File: config.mk
export PLATFORM = sky130hd
export DESIGN_NAME = serial_rom_id_loader
export DESIGN_NICKNAME = d
export VERILOG_FILES = /design/src/rom_clk_div.v /design/src/word_fifo2.v /design/src/serial_rom_id_loader.v
export VERILOG_INCLUDE_DIRS = /design/src
export SDC_FILE = /design/constraint.sdc
export NUM_CORES = 1
export LEC_CHECK = 0
export BUFFER_PORTS_ARGS = -buffer_cell sky130_fd_sc_hd__buf_2
export CAP_MARGIN = 30
export CORE_MARGIN = 1.5
export CORE_UTILIZATION = 30
export DETAILED_ROUTE_END_ITERATION = 8
export HOLD_SLACK_MARGIN = 0.12
export PLACE_DENSITY = 0.51
export REMOVE_ABC_BUFFERS = 1
export SYNTH_ARGS = -nofsm -noshare
export SYNTH_HDL_FRONTEND = slang
export SYNTH_HIERARCHICAL = 1
export SYNTH_SLANG_ARGS = --single-unit
File: constraint.sdc
create_clock -name ref_clk -period 5.5 [get_ports ref_clk]
set_input_delay 0.275 -clock ref_clk [delete_from_list [all_inputs] [get_ports ref_clk]]
set_output_delay 0.275 -clock ref_clk [all_outputs]
set_load 0.1 [all_outputs]
File: src/rom_loader_defines.vh
// timing counts, command framing and word layout for the serial rom id loader
`ifndef ROM_LOADER_DEFINES_VH
`define ROM_LOADER_DEFINES_VH

// ****************************************************************
// clock and serial timing
// ****************************************************************
`define REF_CLK_MHZ 100
// half period of the serial clock, in ns
`define ROM_SCLK_HALF_NS 80
// half period in ref_clk cycles, rounded up, never below one
`define ROM_HALF_CYC (((`ROM_SCLK_HALF_NS * `REF_CLK_MHZ) + 999) / 1000)
`define ROM_DIV_W 8

// ****************************************************************
// command framing
// ****************************************************************
`define ROM_START_BIT 1'h1
`define ROM_READ_OP 2'h2
`define ROM_START_ADDR 5'h00
`define ROM_CMD_BITS 8
`define ROM_CMD_LAST 4'h7

// ****************************************************************
// word layout
// ****************************************************************
`define ROM_WORD_BITS 16
`define ROM_BIT_LAST 4'hf
`define ROM_IDX_ZERO 2'h0
`define ROM_IDX_VID 2'h1
`define ROM_IDX_PID 2'h2
`define ROM_STREAM_W 18

// ****************************************************************
// strap settling
// ****************************************************************
`define STRAP_SETTLE_LAST 4'h7

`endif

File: src/rom_clk_div.v
// half-period tick divider for the serial rom clock
`timescale 1ns/1ns
`include "rom_loader_defines.vh"

module rom_clk_div
(
   input wire ref_clk, // core clock
   input wire rst_n, // synchronous reset, active low
   input wire run, // count while high, restart when low
   output reg tick_ff // one-cycle pulse per half period
);

   localparam [31:0] HALF_LAST_W = `ROM_HALF_CYC - 1;
   localparam [`ROM_DIV_W-1:0] HALF_LAST = HALF_LAST_W[`ROM_DIV_W-1:0];

   reg [`ROM_DIV_W-1:0] cnt_ff;

   always @(posedge ref_clk)
   begin
      if (!rst_n)
      begin
         cnt_ff <= {`ROM_DIV_W{1'b0}};
         tick_ff <= 1'b0;
      end
      else if (!run)
      begin
         cnt_ff <= {`ROM_DIV_W{1'b0}};
         tick_ff <= 1'b0;
      end
      else if (cnt_ff == HALF_LAST)
      begin
         cnt_ff <= {`ROM_DIV_W{1'b0}};
         tick_ff <= 1'b1;
      end
      else
      begin
         cnt_ff <= cnt_ff + 8'h01;
         tick_ff <= 1'b0;
      end
   end

endmodule

File: src/word_fifo2.v
// two-entry buffer with registered head, valid and ready on both sides
`timescale 1ns/1ns

module word_fifo2
#(
   parameter WIDTH = 18
)
(
   input wire ref_clk, // core clock
   input wire rst_n, // synchronous reset, active low
   input wire in_valid, // word offered
   output wire in_ready, // buffer has room
   input wire [WIDTH-1:0] in_data, // offered word
   output reg out_valid_ff, // head word valid
   input wire out_ready, // receiver takes head word
   output reg [WIDTH-1:0] out_data_ff // head word
);

   reg [WIDTH-1:0] tail_ff;
   reg tail_valid_ff;
   wire push;
   wire pop;

   assign in_ready = !tail_valid_ff;
   assign push = in_valid && in_ready;
   assign pop = out_valid_ff && out_ready;

   always @(posedge ref_clk)
   begin
      if (!rst_n)
      begin
         out_valid_ff <= 1'b0;
         out_data_ff <= {WIDTH{1'b0}};
         tail_ff <= {WIDTH{1'b0}};
         tail_valid_ff <= 1'b0;
      end
      else if (pop)
      begin
         if (tail_valid_ff)
         begin
            out_data_ff <= tail_ff;
            tail_valid_ff <= 1'b0;
         end
         else if (push)
         begin
            out_data_ff <= in_data;
         end
         else
         begin
            out_valid_ff <= 1'b0;
         end
      end
      else if (push)
      begin
         if (!out_valid_ff)
         begin
            out_data_ff <= in_data;
            out_valid_ff <= 1'b1;
         end
         else
         begin
            tail_ff <= in_data;
            tail_valid_ff <= 1'b1;
         end
      end
   end

endmodule

File: src/serial_rom_id_loader.v
// power-up loader that reads vendor and product ids from a three-wire serial rom
`timescale 1ns/1ns
`include "rom_loader_defines.vh"

// Notes on behaviour
// - strap low enables the rom interface and turns pull-downs on both pins on.
// - strap high disables the rom interface and turns both pull-downs off.
// - rom holds word 0 zero, word 1 vendor id, word 2 product id.
// - after reset, with strap low, exactly one read sequence, then nothing more.
// - send start bit 1, read opcode 10, then address 00000.
// - after the address the data line is released and the rom drives it.
// - this block makes the serial clock; rom changes data on rising edges.
// - after the third word both pins float, held low by the pull-downs.
module serial_rom_id_loader
#(
   // default ids; values are arbitrary
   parameter [15:0] DEFAULT_VENDOR_ID = 16'h1234,
   parameter [15:0] DEFAULT_PRODUCT_ID = 16'h5678
)
(
   input wire ref_clk, // core clock, 100 MHz
   input wire rst_n, // synchronous power-on reset, active low
   input wire ext_rom_disable_strap, // strap pin, high disables the rom
   output reg rom_serial_clock_ff, // serial clock pin output
   output reg rom_serial_clock_oe_n_ff, // serial clock drive enable, low drives
   output reg rom_serial_io_out_ff, // data pin output value
   output reg rom_serial_io_oe_n_ff, // data pin drive enable, low drives
   input wire rom_serial_io_in, // data pin input
   output reg rom_pulldown_en_ff, // weak pull-downs on both pins
   output reg [15:0] vendor_id_ff, // reported vendor id
   output reg [15:0] product_id_ff, // reported product id
   output reg ids_valid_ff, // ids are final
   output reg load_done_ff, // loader finished, interface released
   output wire word_valid, // received word available
   input wire word_ready, // receiver takes the word
   output wire [`ROM_STREAM_W-1:0] word_data // word index and word
);

   // ****************************************************************
   // states
   // ****************************************************************
   localparam [2:0] ST_STRAP = 3'h0;
   localparam [2:0] ST_SEND = 3'h1;
   localparam [2:0] ST_RECV = 3'h2;
   localparam [2:0] ST_DONE = 3'h3;
   localparam [2:0] ST_OFF = 3'h4;

   // start bit, read opcode and first word address, sent msb first
   localparam [`ROM_CMD_BITS-1:0] CMD_WORD = {`ROM_START_BIT, `ROM_READ_OP, `ROM_START_ADDR};

   reg [2:0] state_ff;
   // bit 1 carries the strap pin, bit 0 the data pin
   reg [1:0] pin_s1_ff;
   reg [1:0] pin_s2_ff;
   reg [1:0] pin_s3_ff;
   reg io_val_ff;
   reg [3:0] settle_ff;
   reg [3:0] bit_cnt_ff;
   reg [`ROM_CMD_BITS-1:0] cmd_sr_ff;
   reg [15:0] shift_ff;
   reg [1:0] word_idx_ff;
   reg pending_ff;
   reg [`ROM_STREAM_W-1:0] pend_data_ff;

   wire tick;
   wire fifo_in_ready;
   wire active;
   wire stall;
   wire falling;
   wire [15:0] word_now;
   wire [1:0] pin_raw;

   // ****************************************************************
   // state decoding
   // ****************************************************************
   // true while the serial clock has bits to move
   function in_transfer;
      input [2:0] st;
      begin
         in_transfer = (st == ST_SEND) || (st == ST_RECV);
      end
   endfunction

   // ****************************************************************
   // pin synchronisers
   // ****************************************************************
   assign pin_raw = {ext_rom_disable_strap, rom_serial_io_in};

   // three flops per pin; only the second flop reads the first
   genvar gi;
   generate
      for (gi = 0; gi < 2; gi = gi + 1)
      begin : g_sync
         always @(posedge ref_clk)
         begin
            if (!rst_n)
            begin
               pin_s1_ff[gi] <= 1'b0;
               pin_s2_ff[gi] <= 1'b0;
               pin_s3_ff[gi] <= 1'b0;
            end
            else
            begin
               pin_s1_ff[gi] <= pin_raw[gi];
               pin_s2_ff[gi] <= pin_s1_ff[gi];
               pin_s3_ff[gi] <= pin_s2_ff[gi];
            end
         end
      end
   endgenerate

   // data level counts once flops two and three agree
   always @(posedge ref_clk)
   begin
      if (!rst_n)
      begin
         io_val_ff <= 1'b0;
      end
      else if (pin_s2_ff[0] == pin_s3_ff[0])
      begin
         io_val_ff <= pin_s3_ff[0];
      end
   end

   // ****************************************************************
   // serial clock divider and back-pressure
   // ****************************************************************
   // hold the clock low while a finished word cannot enter the buffer
   // no bit is lost: the rom only moves on a rising edge, which waits here
   assign active = in_transfer(state_ff);
   assign stall = pending_ff && !fifo_in_ready && !rom_serial_clock_ff;
   assign falling = tick && rom_serial_clock_ff && in_transfer(state_ff);
   assign word_now = {shift_ff[14:0], io_val_ff};

   rom_clk_div u_div
   (
      .ref_clk(ref_clk),
      .rst_n(rst_n),
      .run(active && !stall),
      .tick_ff(tick)
   );

   // ****************************************************************
   // word buffer toward the receiver
   // ****************************************************************
   word_fifo2 #(.WIDTH(`ROM_STREAM_W)) u_fifo
   (
      .ref_clk(ref_clk),
      .rst_n(rst_n),
      .in_valid(pending_ff),
      .in_ready(fifo_in_ready),
      .in_data(pend_data_ff),
      .out_valid_ff(word_valid),
      .out_ready(word_ready),
      .out_data_ff(word_data)
   );

   // ****************************************************************
   // read sequencer
   // ****************************************************************
   always @(posedge ref_clk)
   begin
      if (!rst_n)
      begin
         state_ff <= ST_STRAP;
         settle_ff <= 4'h0;
         bit_cnt_ff <= 4'h0;
         cmd_sr_ff <= {`ROM_CMD_BITS{1'b0}};
         shift_ff <= 16'h0000;
         word_idx_ff <= `ROM_IDX_ZERO;
         pending_ff <= 1'b0;
         pend_data_ff <= {`ROM_STREAM_W{1'b0}};
         rom_serial_clock_ff <= 1'b0;
         rom_serial_clock_oe_n_ff <= 1'b1;
         rom_serial_io_out_ff <= 1'b0;
         rom_serial_io_oe_n_ff <= 1'b1;
         rom_pulldown_en_ff <= 1'b0;
         vendor_id_ff <= DEFAULT_VENDOR_ID;
         product_id_ff <= DEFAULT_PRODUCT_ID;
         ids_valid_ff <= 1'b0;
         load_done_ff <= 1'b0;
      end
      else
      begin
         if (pending_ff && fifo_in_ready)
         begin
            pending_ff <= 1'b0;
         end
         case (state_ff)
            ST_STRAP:
            begin
               // the strap counts once it has agreed for eight cycles
               if (pin_s2_ff[1] != pin_s3_ff[1])
               begin
                  settle_ff <= 4'h0;
               end
               else if (settle_ff != `STRAP_SETTLE_LAST)
               begin
                  settle_ff <= settle_ff + 4'h1;
               end
               else if (!pin_s3_ff[1])
               begin
                  // one read only, from here on
                  state_ff <= ST_SEND;
                  rom_pulldown_en_ff <= 1'b1;
                  rom_serial_clock_oe_n_ff <= 1'b0;
                  rom_serial_io_oe_n_ff <= 1'b0;
                  rom_serial_io_out_ff <= CMD_WORD[`ROM_CMD_BITS-1];
                  cmd_sr_ff <= {CMD_WORD[`ROM_CMD_BITS-2:0], 1'b0};
                  bit_cnt_ff <= 4'h0;
               end
               else
               begin
                  state_ff <= ST_OFF;
                  rom_pulldown_en_ff <= 1'b0;
                  ids_valid_ff <= 1'b1;
                  load_done_ff <= 1'b1;
               end
            end
            ST_SEND:
            begin
               if (tick)
               begin
                  // rising edge lets the rom take the bit that stands
                  rom_serial_clock_ff <= !rom_serial_clock_ff;
               end
               if (falling)
               begin
                  if (bit_cnt_ff == `ROM_CMD_LAST)
                  begin
                     // dummy bit now on the line, ignored
                     rom_serial_io_oe_n_ff <= 1'b1;
                     state_ff <= ST_RECV;
                     bit_cnt_ff <= 4'h0;
                  end
                  else
                  begin
                     rom_serial_io_out_ff <= cmd_sr_ff[`ROM_CMD_BITS-1];
                     cmd_sr_ff <= {cmd_sr_ff[`ROM_CMD_BITS-2:0], 1'b0};
                     bit_cnt_ff <= bit_cnt_ff + 4'h1;
                  end
               end
            end
            ST_RECV:
            begin
               if (tick)
               begin
                  rom_serial_clock_ff <= !rom_serial_clock_ff;
               end
               if (falling)
               begin
                  // sample half a period after the rom's rising-edge change
                  shift_ff <= word_now;
                  bit_cnt_ff <= bit_cnt_ff + 4'h1;
                  if (bit_cnt_ff == `ROM_BIT_LAST)
                  begin
                     pending_ff <= 1'b1;
                     pend_data_ff <= {word_idx_ff, word_now};
                     // address advances inside the rom, none sent again
                     word_idx_ff <= word_idx_ff + 2'h1;
                     if (word_idx_ff == `ROM_IDX_VID)
                     begin
                        vendor_id_ff <= word_now;
                     end
                     if (word_idx_ff == `ROM_IDX_PID)
                     begin
                        product_id_ff <= word_now;
                        ids_valid_ff <= 1'b1;
                        state_ff <= ST_DONE;
                     end
                  end
               end
            end
            ST_DONE:
            begin
               // pins float, pull-downs keep them low
               rom_serial_clock_ff <= 1'b0;
               rom_serial_clock_oe_n_ff <= 1'b1;
               rom_serial_io_oe_n_ff <= 1'b1;
               rom_serial_io_out_ff <= 1'b0;
               load_done_ff <= 1'b1;
            end
            ST_OFF:
            begin
               // pins stay released, default ids stand
               rom_serial_clock_ff <= 1'b0;
               rom_serial_io_out_ff <= 1'b0;
               rom_serial_clock_oe_n_ff <= 1'b1;
               rom_serial_io_oe_n_ff <= 1'b1;
            end
            default:
            begin
               // unused codes fall back to the released state
               state_ff <= ST_DONE;
            end
         endcase
      end
   end

endmodule

Word-level counts from Yosys, hierarchy flattened:

Index checks and enable logic that the tools add are counted.

* input bits: 5
* bits in registers: 148
* word-level logic and storage cells: 174
* output and inout bits: 58

* add/subtract/negate cells: 4
* eq/ne operators: 26
* muxes and demuxes: 62
* reduce and logical (&&, ||, !) cells: 46
* bitwise gates (word level): 6

Operator list (count)
* $mux 18: 5
* $mux 8: 5
* $mux 4: 8
* $mux 1: 27
* $mux 3: 8
* $reduce_and 6->1: 4
* $ne 2x2->1 const B: 10
* $pmux 8 s2: 1
* $reduce_and 4->1: 4
* $reduce_bool 2->1: 8
* $reduce_and 3->1: 5
* $pmux 3 s4: 1
* $pmux 4 s3: 1
* $reduce_and 2->1: 5
* $add 4x1->4 const B: 2
* $add 8x1->8 const B: 1
* $eq 8x3->1 const B: 1
* $ne 2x1->1 const B: 4
* $pmux 1 s2: 4
* $reduce_and 8->1: 1
* $logic_and 1x1->1: 7
* $reduce_and 7->1: 1
* $eq 3x2->1 const B: 2
* $not 1->1: 6
* other kinds (17): 23

Longest topological paths before layout:

* word-level depth: 6
* depth in mapped cells: 9
* depth with buffers taken out: 6

Cells and area by module:

Netlist, hierarchy kept.

By module, submodules not included
* serial_rom_id_loader: instances 1, seq. area each 1881.8 sq um, area an instance 3746.1 sq um, cells each 467
* word_fifo2: instances 1, seq. area each 760.7 sq um, area an instance 1818.0 sq um, cells each 233
* rom_clk_div: instances 1, seq. area each 180.2 sq um, area an instance 367.9 sq um, cells each 39

Least setup slack after synthesis:

OpenSTA, ideal clock, no wires.

* kind: reg-to-reg
* start: reg u_fifo.out_valid_ff
* end: reg u_fifo.out_data_ff[10]
* setup slack: 2.681 ns
* buffers on the path: 4
* period minus slack after synthesis: 2.819 ns
* data arrival time: 2.741 ns
* setup time: 0.078 ns
* stages on the path, launching flop included: 9
* cell sequence: dfxtp_1 > clkbuf_1 > nand2_1 > ha_1 > clkbuf_1 > or4b_4 > buf_6 > buf_6 > a32oi_1

* cells in the longest elaborated chain, start to end: 3

RTL lines
* start: declaration: RTL line word_fifo2.v:14 `output reg out_valid_ff,`
* start signal: assignment: RTL line word_fifo2.v:32 `out_valid_ff <= 1'b0;`
* start signal: assignment: RTL line word_fifo2.v:50 `out_valid_ff <= 1'b0;`
* start signal: assignment: RTL line word_fifo2.v:58 `out_valid_ff <= 1'b1;`
* $logic_and 1x1->1: RTL line word_fifo2.v:26 `assign pop = out_valid_ff && out_ready;`
* $ne 2x2->1 (no line) / $reduce_bool 2->1 (equally long branches)
* $reduce_and 3->1 (no line)
* end signal: assignment: RTL line word_fifo2.v:33 `out_data_ff <= {WIDTH{1'b0}};`
* end signal: assignment: RTL line word_fifo2.v:41 `out_data_ff <= tail_ff;`
* end signal: assignment: RTL line word_fifo2.v:46 `out_data_ff <= in_data;`
* end: declaration: RTL line word_fifo2.v:16 `output reg [WIDTH-1:0] out_data_ff`

Parallel ways exist; a longest one is shown, timed or not.
A chain may end at the register's enable or synchronous reset.

Final worst setup path:

Same ends and word-level chain as after synthesis.

==> results.md <==
- CP Capture Point: u_fifo/out_data_ff[10]$_SDFFE_PN0P_
- Cts bufs inserted: 17
- Post-Route Skew: 0.0123 ns
- Async SR Flop Fraction: 0%
- Reported max-cap violation count: 0
- Final hold vios: 0
- Area growth, synth to finish: 18.1%
- Drt wl/cell: 14.3 µm
- Sink Count: 141
- Mapped Cells: 739
- Post-CTS resize count: 0
- Total negative slack: 0 ns
- Cell chain of the critical path: nand2_1 > ha_1 > or4b_4 > a32oi_1
- # IOs: 63
- Initial core utilization: 30.6%
- EDFF count, synth: 0
- R2R Setup Slk: 2.93 ns
- Final core utilization: 36.1%
- Synth top area cells: dfxtp_1, nand2_1, a21oi_1, a32oi_1, o21ai_0
- WP data required: 5.83 ns
- Clock tree buffer depth: 2
- Largest area contributor in the netlist: dfxtp_1
- Post-DRT Antenna Nets: 0
- Final nets: 787
- Seq/Total Area, Yosys: 47.6%
- Initial antenna violation count: 0
- # hold bufs at CTS: 2
- Core area: 19400 µm²
- Tcrit/Tclk final: 46.7%
- Mapped cell area: 5930 µm²
- Count of different cell masters after synthesis: 60
- Flops & latches, synth: 141
- Maximum level of the CTS H-tree: 4
- Critical path class: flip-flop to flip-flop
- Mean Syn Cell Area: 8.03 µm²
- RSZ-0062 raised after global routing: false
- Diode count: 0
- Hpwl dp: 9.79 mm
- Max-slew headroom: 34.3%
- FF-to-FF Start: u_fifo/out_valid_ff$_SDFFE_PN0P_
- Slew Viols, Final: 0
- Port Buf Inserts: 62
- R2R depth: 4
- Max rail drop VDD: 0.217 mV
- CP max stage delay: 0.86 ns
- Drt pass-1 iters: 5
- Final min period: 2.57 ns
- Number of global-route vias before repair: 4736
- Postcts setup bufs: 0
- Hold WC Path Type: input pin to flip-flop
- Pwr dens: 325 nW/µm²
- Syn. warnings: 6
- Worst Setup SP: u_fifo/out_valid_ff$_SDFFE_PN0P_
- GRT overflow: 0
- Share of the synthesized area in the top cell type: 47.6%
- Via count: 5108
- Initial DRC Count: 382
- DIE HEIGHT: 144 µm
- CP startpoint kind: flip-flop
- Setup violators final: 0
- Crit Path Max Fanout: 28
- Crit path DAT: 2.90 ns
- Die Width: 144 µm
- Fmax: 0.390 GHz
- Reg-to-Reg End: u_fifo/out_data_ff[10]$_SDFFE_PN0P_
- Overall die area: 20600 µm²
- Outcome: finished, final reports clean
- All-Layer GR Usage: 15.3%
- # DRC: 0
- Clock slew at reported path FFs: 0.06 ns
- Site Rows: 51
- CP max stage cell: dfxtp_1
- Layout cell share with drive strength beyond 1: 13.8%
- WL final: 15.1 mm
- Maximum number of pins on one net before global-route repair: 51
- Clk root buf: clkbuf_16
- Worst Setup End Kind: flip-flop
- Worst slew pin tran: 0.982 ns
- Ys flop type: dfxtp_1
- CTS tree: yes
- Routability cong.: 0.762
- Clock latency on the worst-skew pair: 0.42 ns
- First-pass GRT wire length: 24.6 mm
- Leakage: 2.57 nW
- Post-DR vias/cell: 4.85
critical path: cells and delay by family, from the launching register on:
kind                       cells  cell delay [ns]
and+or+nand+nor                2             0.93
DFF                            1             0.86
adders and majority gates      1             0.48
AOI/OAI and AO/OA              1             0.22
cell type report:
type                       count  area [µm²]
clock inverter                11         139
inverter                       7        26.3
multi-input combinational    540        2840
sequential                   141        2820
timing repair buffer          69         372
clock buffer                  21         470
fill                        2135       12400
tap                          265         332
registers in the layout, indices dropped and copies added, names as in the netlist, 2 cells and up:
register and flops:
word_idx_ff 2, u_div/cnt_ff 8, settle_ff 4, shift_ff 15, pin_s1_ff 2, pin_s2_ff 2
pin_s3_ff 2, state_ff 3, vendor_id_ff 16, product_id_ff 16, u_fifo/out_data_ff 18, pend_data_ff 18
u_fifo/tail_ff 18, bit_cnt_ff 4
placed cells by master (no fill, tap or decap), types with 4 or more instances in the layout:
master and n:
nand2_1 221, dfxtp_1 141, or3_1 8, a21oi_1 71, and2_1 7, nor3_1 22, nand2b_1 4, nand4_1 7
buf_2 62, and3_1 5, a21boi_0 18, a32oi_1 18, o21ai_0 31, clkbuf_16 17, buf_4 4, nor2_1 20
nand3_1 27, inv_1 6, ha_1 6, nor2b_1 16, xnor2_1 5, clkinv_2 5
per-layer routing:
metal / up-vias / part of all wire [%] / global-route usage, %
li1: 2617 / - / -
met1: 2375 / 52 / 21.5
met2: 101 / 43 / 22.3
met3: 15 / 4.1 / 4.07
met4: 0 / 1.1 / 5.64
met5: - / 0 / 0
power breakdown:
part | total [mW] | internal (mW) | switching [mW]
clock network | 1.19 | 0.747 | 0.442
logic | 0.0524 | 0.0173 | 0.0351
registers | 1.03 | 1.03 | 0.00728
total | 2.27 | 1.79 | 0.484
cell usage after synthesis, types with 10 or more instances:
| cell type | n |
|---|---|
| a21boi_0 | 18 |
| a21oi_1 | 71 |
| a32oi_1 | 18 |
| buf_2 | 10 |
| clkbuf_1 | 32 |
| dfxtp_1 | 141 |
| nand2_1 | 221 |
| nand3_1 | 27 |
| nor2_1 | 20 |
| nor2b_1 | 16 |
| nor3_1 | 22 |
| o21ai_0 | 31 |
per-stage QoR:
step	total power [mW]	hold slack (ns)	std cells	setup WS (ns)	cell area [µm²]
floorplan	1.09	0.347	688	2.46	5690
global placement	1.11	0.415	1018	3.04	6360
detailed placement	1.11	0.418	1020	2.97	6370
CTS	2.30	0.183	1054	2.96	7000
global route	2.35	0.191	1054	2.74	7000
finish	2.27	0.200	1054	2.93	7000
kinds of logic after synthesis:
| kind of cell | synth area share [%] |
|---|---|
| compound gates | 16.8 |
| xor+xnor | 1.18 |
| fa+ha+maj | 1.27 |
| buf+inv | 4.60 |
| flops | 47.6 |
| mux | 0.506 |
| simple gates | 28.1 |
worst min path at each step:
stage	start	endpoint	slack, ns	cells after the start
floorplan	rst_n	product_id_ff[10]$_SDFFE_PN1P_	0.35	1
global placement	pin_s1_ff[0]$_SDFF_PN0_	pin_s2_ff[0]$_SDFF_PN0_	0.41	1
detailed placement	pin_s1_ff[1]$_SDFF_PN0_	pin_s2_ff[1]$_SDFF_PN0_	0.42	1
CTS	word_ready	u_fifo/out_valid_ff$_SDFFE_PN0P_	0.18	2
global route	word_ready	u_fifo/out_valid_ff$_SDFFE_PN0P_	0.19	2
finish	word_ready	u_fifo/out_valid_ff$_SDFFE_PN0P_	0.20	2
(Power assumes the default switching activity.)
